===== src/pwr_pkg.sv =====
package pwr_pkg;
  // register offsets on the plain register port
  localparam logic [3:0] SUPPLY_MONITOR_CONTROL_ADDR = 4'h0;
  localparam logic [3:0] POWER_MODE_REQUEST_ADDR     = 4'h1;
  localparam logic [3:0] POWER_MODE_CLEAR_ADDR       = 4'h2;
  localparam logic [3:0] CLOCK_CONFIG_ADDR           = 4'h3;
  localparam logic [3:0] MODE_STATUS_ADDR            = 4'h4;
  // field positions
  localparam int LOW_SUPPLY_FLAG_BIT  = 0;
  localparam int TRIM_LSB             = 5;
  localparam int HALT_REQUEST_BIT     = 0;
  localparam int IDLE_REQUEST_BIT     = 1;
  localparam int CLOCK_SOURCE_LSB     = 0;
  // reset values
  localparam logic [2:0] TRIM_RESET         = 3'h0;
  localparam logic [1:0] CLOCK_SOURCE_RESET = 2'h0;
  localparam logic [7:0] IO_RESET           = 8'h00;
  // clock source codes, bit0 first as listed
  localparam logic [1:0] CLK_INTERNAL = 2'h0;
  localparam logic [1:0] CLK_SQUARE   = 2'h1;
  localparam logic [1:0] CLK_CRYSTAL  = 2'h2;
  localparam logic [1:0] CLK_RC       = 2'h3;
  // timing
  localparam int CLK_PERIOD_NS          = 40;
  localparam int HALT_STARTUP_CYCLES    = 64;
  localparam int IDLE_TIMER_CYCLES      = 8192;
  localparam int MONITOR_SETTLE_US      = 10;
  localparam int MONITOR_SETTLE_CYCLES  = (MONITOR_SETTLE_US * 1000 + CLK_PERIOD_NS - 1) / CLK_PERIOD_NS;
  localparam int RESET_STARTUP_CYCLES   = 64;

  typedef enum logic [2:0] {
    ST_RUN   = 3'b001,
    ST_HALT  = 3'b010,
    ST_IDLE  = 3'b100
  } pmode_t;
endpackage


===== src/power_mode_supply_monitor.sv =====
`timescale 1ns/1ps
module power_mode_supply_monitor
  import pwr_pkg::*;
#(
  parameter int IDLE_PERIOD = IDLE_TIMER_CYCLES
) (
  input  wire logic       CORE_CLK_IN,
  input  wire logic       RST_B_IN,
  input  wire logic [3:0] ADDR_IN,
  input  wire logic [7:0] WDATA_IN,
  input  wire logic       WR_IN,
  input  wire logic       RD_IN,
  output logic      [7:0] RDATA_OUT,
  input  wire logic       BELOW_THRESHOLD_IN,
  input  wire logic       POWER_ON_DETECT_IN,
  input  wire logic       BROWNOUT_DETECT_IN,
  input  wire logic       WATCHDOG_EXPIRE_IN,
  input  wire logic       BROWNOUT_ENABLE_IN,
  input  wire logic       MULTI_INPUT_WAKEUP_IN,
  output logic      [2:0] THRESHOLD_SELECT_OUT,
  output logic            MONITOR_ENABLE_OUT,
  output logic            BROWNOUT_ACTIVE_OUT,
  output logic            OSC_ENABLE_OUT,
  output logic      [1:0] CLOCK_SOURCE_OUT,
  output logic      [2:0] CLOCK_DIVIDE_OUT,
  output logic            CPU_RUN_OUT,
  output logic            TIMER_RUN_OUT,
  output logic            IO_RESET_OUT,
  output logic            SYSTEM_RESET_OUT,
  output logic            LOW_SUPPLY_VALID_OUT
);

  ////////////////////////////////////////////////////////////////////////////
  // pin synchronisers
  logic [1:0] below_sync;
  logic [1:0] por_sync;
  logic [1:0] bod_sync;
  logic [1:0] wdt_sync;
  logic [1:0] wake_sync;
  logic [1:0] brownout_enable_sync;

  always_ff @(posedge CORE_CLK_IN) begin
    if (!RST_B_IN) begin
      below_sync <= 2'h0;
    end else begin
      below_sync <= {below_sync[0], BELOW_THRESHOLD_IN};
    end
  end

  always_ff @(posedge CORE_CLK_IN) begin
    if (!RST_B_IN) begin
      por_sync <= 2'h0;
    end else begin
      por_sync <= {por_sync[0], POWER_ON_DETECT_IN};
    end
  end

  always_ff @(posedge CORE_CLK_IN) begin
    if (!RST_B_IN) begin
      bod_sync <= 2'h0;
    end else begin
      bod_sync <= {bod_sync[0], BROWNOUT_DETECT_IN};
    end
  end

  always_ff @(posedge CORE_CLK_IN) begin
    if (!RST_B_IN) begin
      wdt_sync <= 2'h0;
    end else begin
      wdt_sync <= {wdt_sync[0], WATCHDOG_EXPIRE_IN};
    end
  end

  always_ff @(posedge CORE_CLK_IN) begin
    if (!RST_B_IN) begin
      wake_sync <= 2'h0;
    end else begin
      wake_sync <= {wake_sync[0], MULTI_INPUT_WAKEUP_IN};
    end
  end

  always_ff @(posedge CORE_CLK_IN) begin
    if (!RST_B_IN) begin
      brownout_enable_sync <= 2'h0;
    end else begin
      brownout_enable_sync <= {brownout_enable_sync[0], BROWNOUT_ENABLE_IN};
    end
  end

  ////////////////////////////////////////////////////////////////////////////
  // reset sequencing
  pmode_t     mode;
  logic       reset_req;
  logic [6:0] reset_count;
  logic       brownout_active;

  // brown-out only counts when the non-volatile enable is set and the detector runs
  assign brownout_active = brownout_enable_sync[1] && (mode == ST_RUN);
  assign reset_req = por_sync[1] || (brownout_active && bod_sync[1]) || wdt_sync[1];

  always_ff @(posedge CORE_CLK_IN) begin
    if (!RST_B_IN) begin
      reset_count <= 7'(RESET_STARTUP_CYCLES);
    end else if (reset_req) begin
      reset_count <= 7'(RESET_STARTUP_CYCLES);
    end else if (reset_count != 7'h00) begin
      reset_count <= reset_count - 7'h01;
    end
  end

  logic sys_reset;
  assign sys_reset = reset_req || (reset_count != 7'h00);

  ////////////////////////////////////////////////////////////////////////////
  // register writes
  logic [2:0] trim;
  logic [1:0] clock_source;
  logic       wr_ctrl;
  logic       wr_req;
  logic       wr_clr;
  logic       wr_clk;
  assign wr_ctrl = WR_IN && (ADDR_IN == SUPPLY_MONITOR_CONTROL_ADDR);
  assign wr_req  = WR_IN && (ADDR_IN == POWER_MODE_REQUEST_ADDR);
  assign wr_clr  = WR_IN && (ADDR_IN == POWER_MODE_CLEAR_ADDR);
  assign wr_clk  = WR_IN && (ADDR_IN == CLOCK_CONFIG_ADDR);

  always_ff @(posedge CORE_CLK_IN) begin
    if (!RST_B_IN || sys_reset) begin
      trim <= TRIM_RESET;
    end else if (wr_ctrl) begin
      trim <= WDATA_IN[TRIM_LSB +: 3];
    end
  end

  // clock source sits in the initialization register; only RST_B_IN resets it, system reset does not alter it
  always_ff @(posedge CORE_CLK_IN) begin
    if (!RST_B_IN) begin
      clock_source <= CLOCK_SOURCE_RESET;
    end else if (wr_clk) begin
      clock_source <= WDATA_IN[CLOCK_SOURCE_LSB +: 2];
    end
  end

  ////////////////////////////////////////////////////////////////////////////
  // power modes
  logic [6:0]  startup_count;
  logic [13:0] idle_count;
  logic        mode_exited;
  logic        idle_overflow;
  assign idle_overflow = (idle_count == 14'(IDLE_PERIOD - 1));

  always_ff @(posedge CORE_CLK_IN) begin
    if (!RST_B_IN || sys_reset) begin
      mode          <= ST_RUN;
      startup_count <= 7'h00;
      mode_exited   <= 1'b0;
    end else begin
      case (mode)
        ST_RUN: begin
          if (startup_count != 7'h00) begin
            startup_count <= startup_count - 7'h01;
          end
          if (wr_clr) begin
            mode_exited <= 1'b0;
          end
          if (wr_req && startup_count == 7'h00) begin
            if (WDATA_IN[HALT_REQUEST_BIT]) begin
              mode <= ST_HALT;
            end else if (WDATA_IN[IDLE_REQUEST_BIT]) begin
              mode <= ST_IDLE;
            end
          end
        end
        ST_HALT: begin
          if (wake_sync[1]) begin
            mode          <= ST_RUN;
            startup_count <= 7'(HALT_STARTUP_CYCLES);
            mode_exited   <= 1'b1;
          end
        end
        ST_IDLE: begin
          if (idle_overflow || wake_sync[1]) begin
            mode        <= ST_RUN;
            mode_exited <= 1'b1;
          end
        end
        default: mode <= ST_RUN;
      endcase
    end
  end

  // timer 0 keeps counting except in halt
  always_ff @(posedge CORE_CLK_IN) begin
    if (!RST_B_IN || sys_reset) begin
      idle_count <= 14'h0000;
    end else if (mode == ST_HALT) begin
      idle_count <= idle_count;
    end else if (idle_overflow) begin
      idle_count <= 14'h0000;
    end else begin
      idle_count <= idle_count + 14'h0001;
    end
  end

  ////////////////////////////////////////////////////////////////////////////
  // supply monitor
  logic        low_supply_flag;
  logic [8:0]  settle_count;
  always_ff @(posedge CORE_CLK_IN) begin
    if (!RST_B_IN || sys_reset) begin
      low_supply_flag <= 1'b0;
    end else if (mode == ST_RUN) begin
      low_supply_flag <= below_sync[1];
    end
  end

  // flag is only trustworthy after the comparator has settled
  always_ff @(posedge CORE_CLK_IN) begin
    if (!RST_B_IN || sys_reset) begin
      settle_count <= 9'h000;
    end else if (mode != ST_RUN) begin
      settle_count <= 9'(MONITOR_SETTLE_CYCLES);
    end else if (settle_count != 9'h000) begin
      settle_count <= settle_count - 9'h001;
    end
  end

  ////////////////////////////////////////////////////////////////////////////
  // clock selection
  function automatic logic [2:0] divide_for(input logic [1:0] src);
    case (src)
      CLK_INTERNAL: divide_for = 3'h2;
      CLK_SQUARE:   divide_for = 3'h1;
      default:      divide_for = 3'h4;
    endcase
  endfunction

  ////////////////////////////////////////////////////////////////////////////
  // read port; request register is write-only and reads zero
  always_ff @(posedge CORE_CLK_IN) begin
    if (!RST_B_IN) begin
      RDATA_OUT <= 8'h00;
    end else if (RD_IN) begin
      if (ADDR_IN == SUPPLY_MONITOR_CONTROL_ADDR) begin
        RDATA_OUT <= {trim, 4'h0, low_supply_flag};
      end else if (ADDR_IN == CLOCK_CONFIG_ADDR) begin
        RDATA_OUT <= {6'h00, clock_source};
      end else if (ADDR_IN == MODE_STATUS_ADDR) begin
        RDATA_OUT <= {4'h0, (settle_count == 9'h000), mode_exited, mode == ST_IDLE, mode == ST_HALT};
      end else begin
        RDATA_OUT <= 8'h00;
      end
    end else begin
      RDATA_OUT <= 8'h00;
    end
  end

  ////////////////////////////////////////////////////////////////////////////
  // outputs; flag drives nothing but the read path
  always_ff @(posedge CORE_CLK_IN) begin
    if (!RST_B_IN) begin
      THRESHOLD_SELECT_OUT <= TRIM_RESET;
    end else begin
      THRESHOLD_SELECT_OUT <= trim;
    end
  end

  always_ff @(posedge CORE_CLK_IN) begin
    if (!RST_B_IN) begin
      MONITOR_ENABLE_OUT <= 1'b0;
    end else begin
      MONITOR_ENABLE_OUT <= (mode == ST_RUN) && !sys_reset;
    end
  end

  always_ff @(posedge CORE_CLK_IN) begin
    if (!RST_B_IN) begin
      BROWNOUT_ACTIVE_OUT <= 1'b0;
    end else begin
      BROWNOUT_ACTIVE_OUT <= brownout_active;
    end
  end

  // registered so a mode change cannot glitch the oscillator gate
  always_ff @(posedge CORE_CLK_IN) begin
    if (!RST_B_IN) begin
      OSC_ENABLE_OUT <= 1'b1;
    end else begin
      OSC_ENABLE_OUT <= (mode != ST_HALT) && (clock_source == CLK_INTERNAL);
    end
  end

  always_ff @(posedge CORE_CLK_IN) begin
    if (!RST_B_IN) begin
      CLOCK_SOURCE_OUT <= CLOCK_SOURCE_RESET;
    end else begin
      CLOCK_SOURCE_OUT <= clock_source;
    end
  end

  // divider follows the stored source, so a system reset keeps the running clock
  always_ff @(posedge CORE_CLK_IN) begin
    if (!RST_B_IN) begin
      CLOCK_DIVIDE_OUT <= 3'h2;
    end else begin
      CLOCK_DIVIDE_OUT <= divide_for(clock_source);
    end
  end

  always_ff @(posedge CORE_CLK_IN) begin
    if (!RST_B_IN) begin
      CPU_RUN_OUT <= 1'b0;
    end else begin
      CPU_RUN_OUT <= (mode == ST_RUN) && (startup_count == 7'h00) && !sys_reset;
    end
  end

  always_ff @(posedge CORE_CLK_IN) begin
    if (!RST_B_IN) begin
      TIMER_RUN_OUT <= 1'b0;
    end else begin
      TIMER_RUN_OUT <= (mode != ST_HALT) && !sys_reset;
    end
  end

  always_ff @(posedge CORE_CLK_IN) begin
    if (!RST_B_IN) begin
      IO_RESET_OUT <= 1'b1;
    end else begin
      IO_RESET_OUT <= sys_reset;
    end
  end

  always_ff @(posedge CORE_CLK_IN) begin
    if (!RST_B_IN) begin
      SYSTEM_RESET_OUT <= 1'b1;
    end else begin
      SYSTEM_RESET_OUT <= sys_reset;
    end
  end

  always_ff @(posedge CORE_CLK_IN) begin
    if (!RST_B_IN) begin
      LOW_SUPPLY_VALID_OUT <= 1'b0;
    end else begin
      LOW_SUPPLY_VALID_OUT <= (mode == ST_RUN) && (settle_count == 9'h000);
    end
  end

endmodule


===== config.mk =====
export PLATFORM = sky130hd
export DESIGN_NAME = power_mode_supply_monitor
export DESIGN_NICKNAME = d
export VERILOG_FILES = /design/src/pwr_pkg.sv /design/src/power_mode_supply_monitor.sv
export SDC_FILE = /design/constraint.sdc
export NUM_CORES = 1
export LEC_CHECK = 0
export BUFFER_PORTS_ARGS = -buffer_cell sky130_fd_sc_hd__buf_2
export CORE_UTILIZATION = 61
export DETAILED_ROUTE_END_ITERATION = 7
export PLACE_DENSITY = 0.83
export SLEW_MARGIN = 20
export SYNTH_ARGS = -nofsm -noshare
export SYNTH_HDL_FRONTEND = slang
export SYNTH_SLANG_ARGS = --single-unit

===== constraint.sdc =====
create_clock -name CORE_CLK_IN -period 3.9 [get_ports CORE_CLK_IN]
set_input_delay 0.585 -clock CORE_CLK_IN [delete_from_list [all_inputs] [get_ports CORE_CLK_IN]]
set_output_delay 0.585 -clock CORE_CLK_IN [all_outputs]
set_load 0.02 [all_outputs]

* Yosys cells after proc, flatten, opt, wreduce, memory -nomap -nowiden
Cells that the tools add are included.
Word-level totals: flip-flop bits (word level) 82, input port bits 22, output and inout port bits 24, logic and storage cells 113
Operators by class: $add $sub $neg 4, equality and inequality tests 17, multiplexer cells 20, bitwise gates (word level) 3, reduce and logical (&&, ||, !) cells 39
Operator list (count):
- $mux W8 | 3
- $mux W3 | 5
- $add A14 B1 Y14 const B | 1
- $eq A14 B13 Y1 const B | 1
- $mux W14 | 1
- $mux W7 | 2
- $pmux W7 S2 | 1
- $reduce_bool A7 Y1 | 2
- $sub A7 B1 Y7 const B | 2
- $logic_and A1 B1 Y1 | 13
- $ne A2 B2 Y1 const B | 5
- $logic_not A9 Y1 | 1
- $pmux W3 S3 | 1
- $reduce_bool A9 Y1 | 1
- $sub A9 B1 Y9 const B | 1
- $eq A4 B2 Y1 const B | 2
- $mux W4 | 2
- $reduce_and A4 Y1 | 2
- $logic_not A7 Y1 | 1
- $pmux W3 S2 | 1
- $logic_or A1 B1 Y1 | 5
- $reduce_or A5 Y1 | 1
- $eq A4 B1 Y1 const B | 1
- $eq A4 B3 Y1 const B | 1
- other kinds (20) | 27

* Longest topological paths before layout
depth in word-level cells 8, depth in mapped cells 7, depth with buffers taken out 6

* Worst setup path before layout
Ideal clock, no wire load.
path kind input port to flip-flop, start point input ADDR_IN[2], end point register mode[0], arrival 1.695 ns, data required time 3.780 ns, path slack 2.085 ns, stages on the path 4, path buffers 0, cells stage by stage or3b_1 > nor4b_1 > a21oi_1 > a211o_1
Between the ends: cells in the longest elaborated chain, start to end 5
Ends and longest elaborated chain:
- from (decl) | RTL line power_mode_supply_monitor.sv:9 | input wire logic [3:0] ADDR_IN,
- $eq A4 B1 Y1 | RTL line power_mode_supply_monitor.sv:123 | assign wr_req = WR_IN && (ADDR_IN == POWER_MODE_REQUEST_ADDR);
- $logic_and A1 B1 Y1 | RTL line power_mode_supply_monitor.sv:123
- $logic_and A1 B1 Y1 | RTL line power_mode_supply_monitor.sv:166 | if (wr_req && startup_count == 7'h00) begin
- $ne A2 B2 Y1 (no line)
- $reduce_and A4 Y1 (no line)
- to (signal assigned) | RTL line power_mode_supply_monitor.sv:168 | mode <= ST_HALT;
- to (signal assigned) | RTL line power_mode_supply_monitor.sv:170 | mode <= ST_IDLE;
- to (signal assigned) | RTL line power_mode_supply_monitor.sv:176 | mode <= ST_RUN;
- to (decl) | RTL line power_mode_supply_monitor.sv:92 | pmode_t mode;
Every way passes these cells. A chain may end at the register's enable or synchronous reset.

* Worst setup path after layout
start point register idle_count[0], end point register idle_count[9]
Between the ends: cells in the longest elaborated chain, start to end 2, elaborated cells on any way between the ends 3
Ends and longest elaborated chain:
- from (decl) | RTL line power_mode_supply_monitor.sv:147 | logic [13:0] idle_count;
- from (signal assigned) | RTL line power_mode_supply_monitor.sv:197 | idle_count <= idle_count;
- from (signal assigned) | RTL line power_mode_supply_monitor.sv:201 | idle_count <= idle_count + 14'h0001;
- $add A14 B1 Y14 or $eq A14 B13 Y1 (tied branches) | RTL line power_mode_supply_monitor.sv:201, power_mode_supply_monitor.sv:150
- $mux W14 (*) | RTL line power_mode_supply_monitor.sv:198 | end else if (idle_overflow) begin
Every way passes the cells marked *; elsewhere a longest branch is shown, timed or not.

==> results.json <==
{
  "place_ws_ns": 1.48,
  "clockRootBuffer": "clkbuf_8",
  "yosysUniqueCellTypes": 58,
  "fill_cells": 383,
  "antenna_found_initial": 0,
  "cts-hold-fix-buffers": 0,
  "tritoncts": "yes",
  "syn_nets": 384,
  "grt_pass1_wl_um": 10700,
  "cts_sinks": 81,
  "finalClockSkew_ns": 0.00497,
  "io_buffers": 41,
  "cts-resized-gates": 0,
  "gp_congestion": 0.781,
  "crit_type": "flop to flop",
  "finalWirelength_um": 6580,
  "antenna_left": 0,
  "cp-end-kind": "flop",
  "start_util": 0.640,
  "rsz0062_at_grt": "no",
  "viasPerCell": 5.65,
  "ys_ff_latch": 81,
  "synth_commonest_cells": "dfxtp_1 (81), nor2_1 (32), nand2_1 (30)",
  "grt_usage": 0.250,
  "cts_buffers": 9,
  "chipHeight_um": 75.4,
  "first_pass_iters": 4,
  "cp.arrival_ns": 2.28,
  "r2r_cells": 5,
  "multi_input_area_um2": 1560,
  "syn-cell-area_um2": 3290,
  "fin_nets": 424,
  "async_flop_share": 0,
  "synth-edff-count": 0,
  "route.met2.wl_um": 3190,
  "yosysMostFrequentCell": "dfxtp_1",
  "min_period_ns": 2.06,
  "reg2reg_from": "idle_count[0]",
  "htreeDepth": 3,
  "cts.clk_slew.worst_paths_ns": 0.08,
  "start_kind": "flop",
  "wl_met1_um": 2990,
  "overflow": 0,
  "num_rows": 26,
  "die_width_um": 75.4,
  "setup_viol": 0,
  "maxSlewViolCount": 0,
  "r2r_setup_slack_ns": 1.84,
  "tightest_slew_ns": 0.784,
  "drtIter0Drc": 144,
  "relSlewSlack": 0.470,
  "cp.required_ns": 4.12,
  "yosys.area.top_type": "dfxtp_1",
  "n_antenna_cell": 0,
  "drc": 0,
  "synth_top_area_share": 0.493,
  "cts_buffer_depth": 2,
  "p_per_area_nw_per_um2": 476,
  "routed-wl-met3_um": 313,
  "drive_gt1_frac": 0.180,
  "hold_class": "input port to flop",
  "grt_max_degree": 32,
  "synth_ff_type": "dfxtp_1",
  "syn_inst": 356,
  "timing.setup.tns_ns": 0,
  "maxCapViolCount": 0,
  "syn_to_final_growth_pct": 14.7,
  "whs_path_depth": 2,
  "crit-reg2reg-capture": "idle_count[9]",
  "worstSkewPairLatency_ns": 0.35,
  "timing.fmax_ghz": 0.485,
  "hpwl_um": 4320,
  "yosysWarningCount": 0,
  "vias": 2660,
  "pin_count": 46,
  "min_to": "wdt_sync[0]",
  "hold_viol": 0,
  "outcome": "finished, final reports clean",
  "hold_start": "WATCHDOG_EXPIRE_IN",
  "p_leak_nw": 1.47,
  "setup_slack_ns": 1.84,
  "dr.max_layer_used": "met4",
  "die_area_um2": 5690,
  "timing.hold.ws_ns": 0.432,
  "detail_route.wl_per_cell_um": 14.0,
  "post_cts_buffers": 0,
  "synth_area_per_cell_um2": 9.24,
  "grt_pass1_vias": 2390,
  "seq_area_frac_synth": 0.493,
  "synthTopCellsByArea": "dfxtp_1 (49%), and2_1 (4.9%), a21oi_1 (4.3%), nor2_1 (3.7%), nand2_1 (3.4%)",
  "vdd_drop_max_v": 0.000332,
  "finalCritPeriodShare": 0.529,
  "seq_area_um2": 1620,
  "fp.coreArea_um2": 5140,
  "crit_path_max_fanout": 9
}
## power by group
part / switching [mW] / internal (mW)
clock: 0.295 / 0.439
combinational: 0.0999 / 0.0719
sequential: 0.0266 / 0.863
total: 0.422 / 1.37
## how the worst max path moves through the flow
stage	from	to	slack, ns	cells past startpoint
finish	idle_count[0]	idle_count[9]	1.84	5
global route	idle_count[0]	idle_count[13]	1.73	5
CTS	RST_B_IN	mode[0]	1.84	6
detailed placement	RST_B_IN	mode[0]	1.48	6
global placement	RST_B_IN	mode[0]	1.54	6
floorplan	ADDR_IN[2]	mode[0]	2.09	4
## logic make-up (layout without fill, tap and decap cells)
group,Yosys count,after routing,synth area share
simple gates,170,170,0.285
mux,3,3,0.00913
buf+inv,24,69,0.0335
compound gates,55,55,0.113
xor+xnor,16,16,0.0426
flops,81,81,0.493
other cells,1,1,0.00114
fa+ha+maj,6,6,0.0228
## stage by stage
stage          instance area, um2   util  cells  power, mW
6_report                     3770  0.734    471       1.80
4_1_cts                      3770  0.733    471       1.79
3_3_place_gp                 3520  0.685    455       1.07
2_1_floorplan                3290      -    356       1.03
5_1_grt                      3770  0.734    471       1.86
3_5_place_dp                 3520  0.685    455       1.08
## flip-flops by register name, summed over array words and instances (netlist names), 3 cells and up
name and cells:
startup_count 7, reset_count 7, CLOCK_DIVIDE_OUT 3, mode 3
trim 3, idle_count 14, THRESHOLD_SELECT_OUT 3, settle_count 9
RDATA_OUT 7
## critical path, stage by stage, from the launching register on
cell and delay, ns:
dfxtp_1 0.38, ha_1 0.26, nand4b_1 0.11, or4_1 0.62, o211ai_2 0.46, a21oi_1 0.10
## routing by layer
| layer | vias to the layer above | GRT usage |
|---|---|---|
| met5 | - | 0 |
| met4 | 0 | 0.0741 |
| met3 | 8 | 0.0635 |
| met2 | 77 | 0.420 |
| met1 | 1256 | 0.320 |
| li1 | 1319 | - |
## cell usage in the layout (no fill, tap or decap), types with 5 or more instances in the layout
| master | count |
|---|---|
| dfxtp_1 | 81 |
| xor2_1 | 10 |
| and2_1 | 26 |
| xnor2_1 | 6 |
| nor2b_1 | 5 |
| buf_2 | 41 |
| nor3_1 | 12 |
| ha_1 | 6 |
| nand2_1 | 30 |
| nand3_1 | 18 |
| inv_1 | 9 |
| nor2_1 | 32 |
| clkbuf_8 | 10 |
| a21oi_1 | 28 |
| or4_1 | 7 |
| nand3b_1 | 5 |
## cell type report
type	instances	area share
Timing Repair Buffer	43	0.0584
Clock inverter	6	0.0279
Inverter	10	0.00995
Clock buffer	10	0.0365
Tap cell	70	0.0232
Multi-Input combinational cell	251	0.414
Sequential cell	81	0.430
Note: power is estimated with default switching activity, not from simulation.
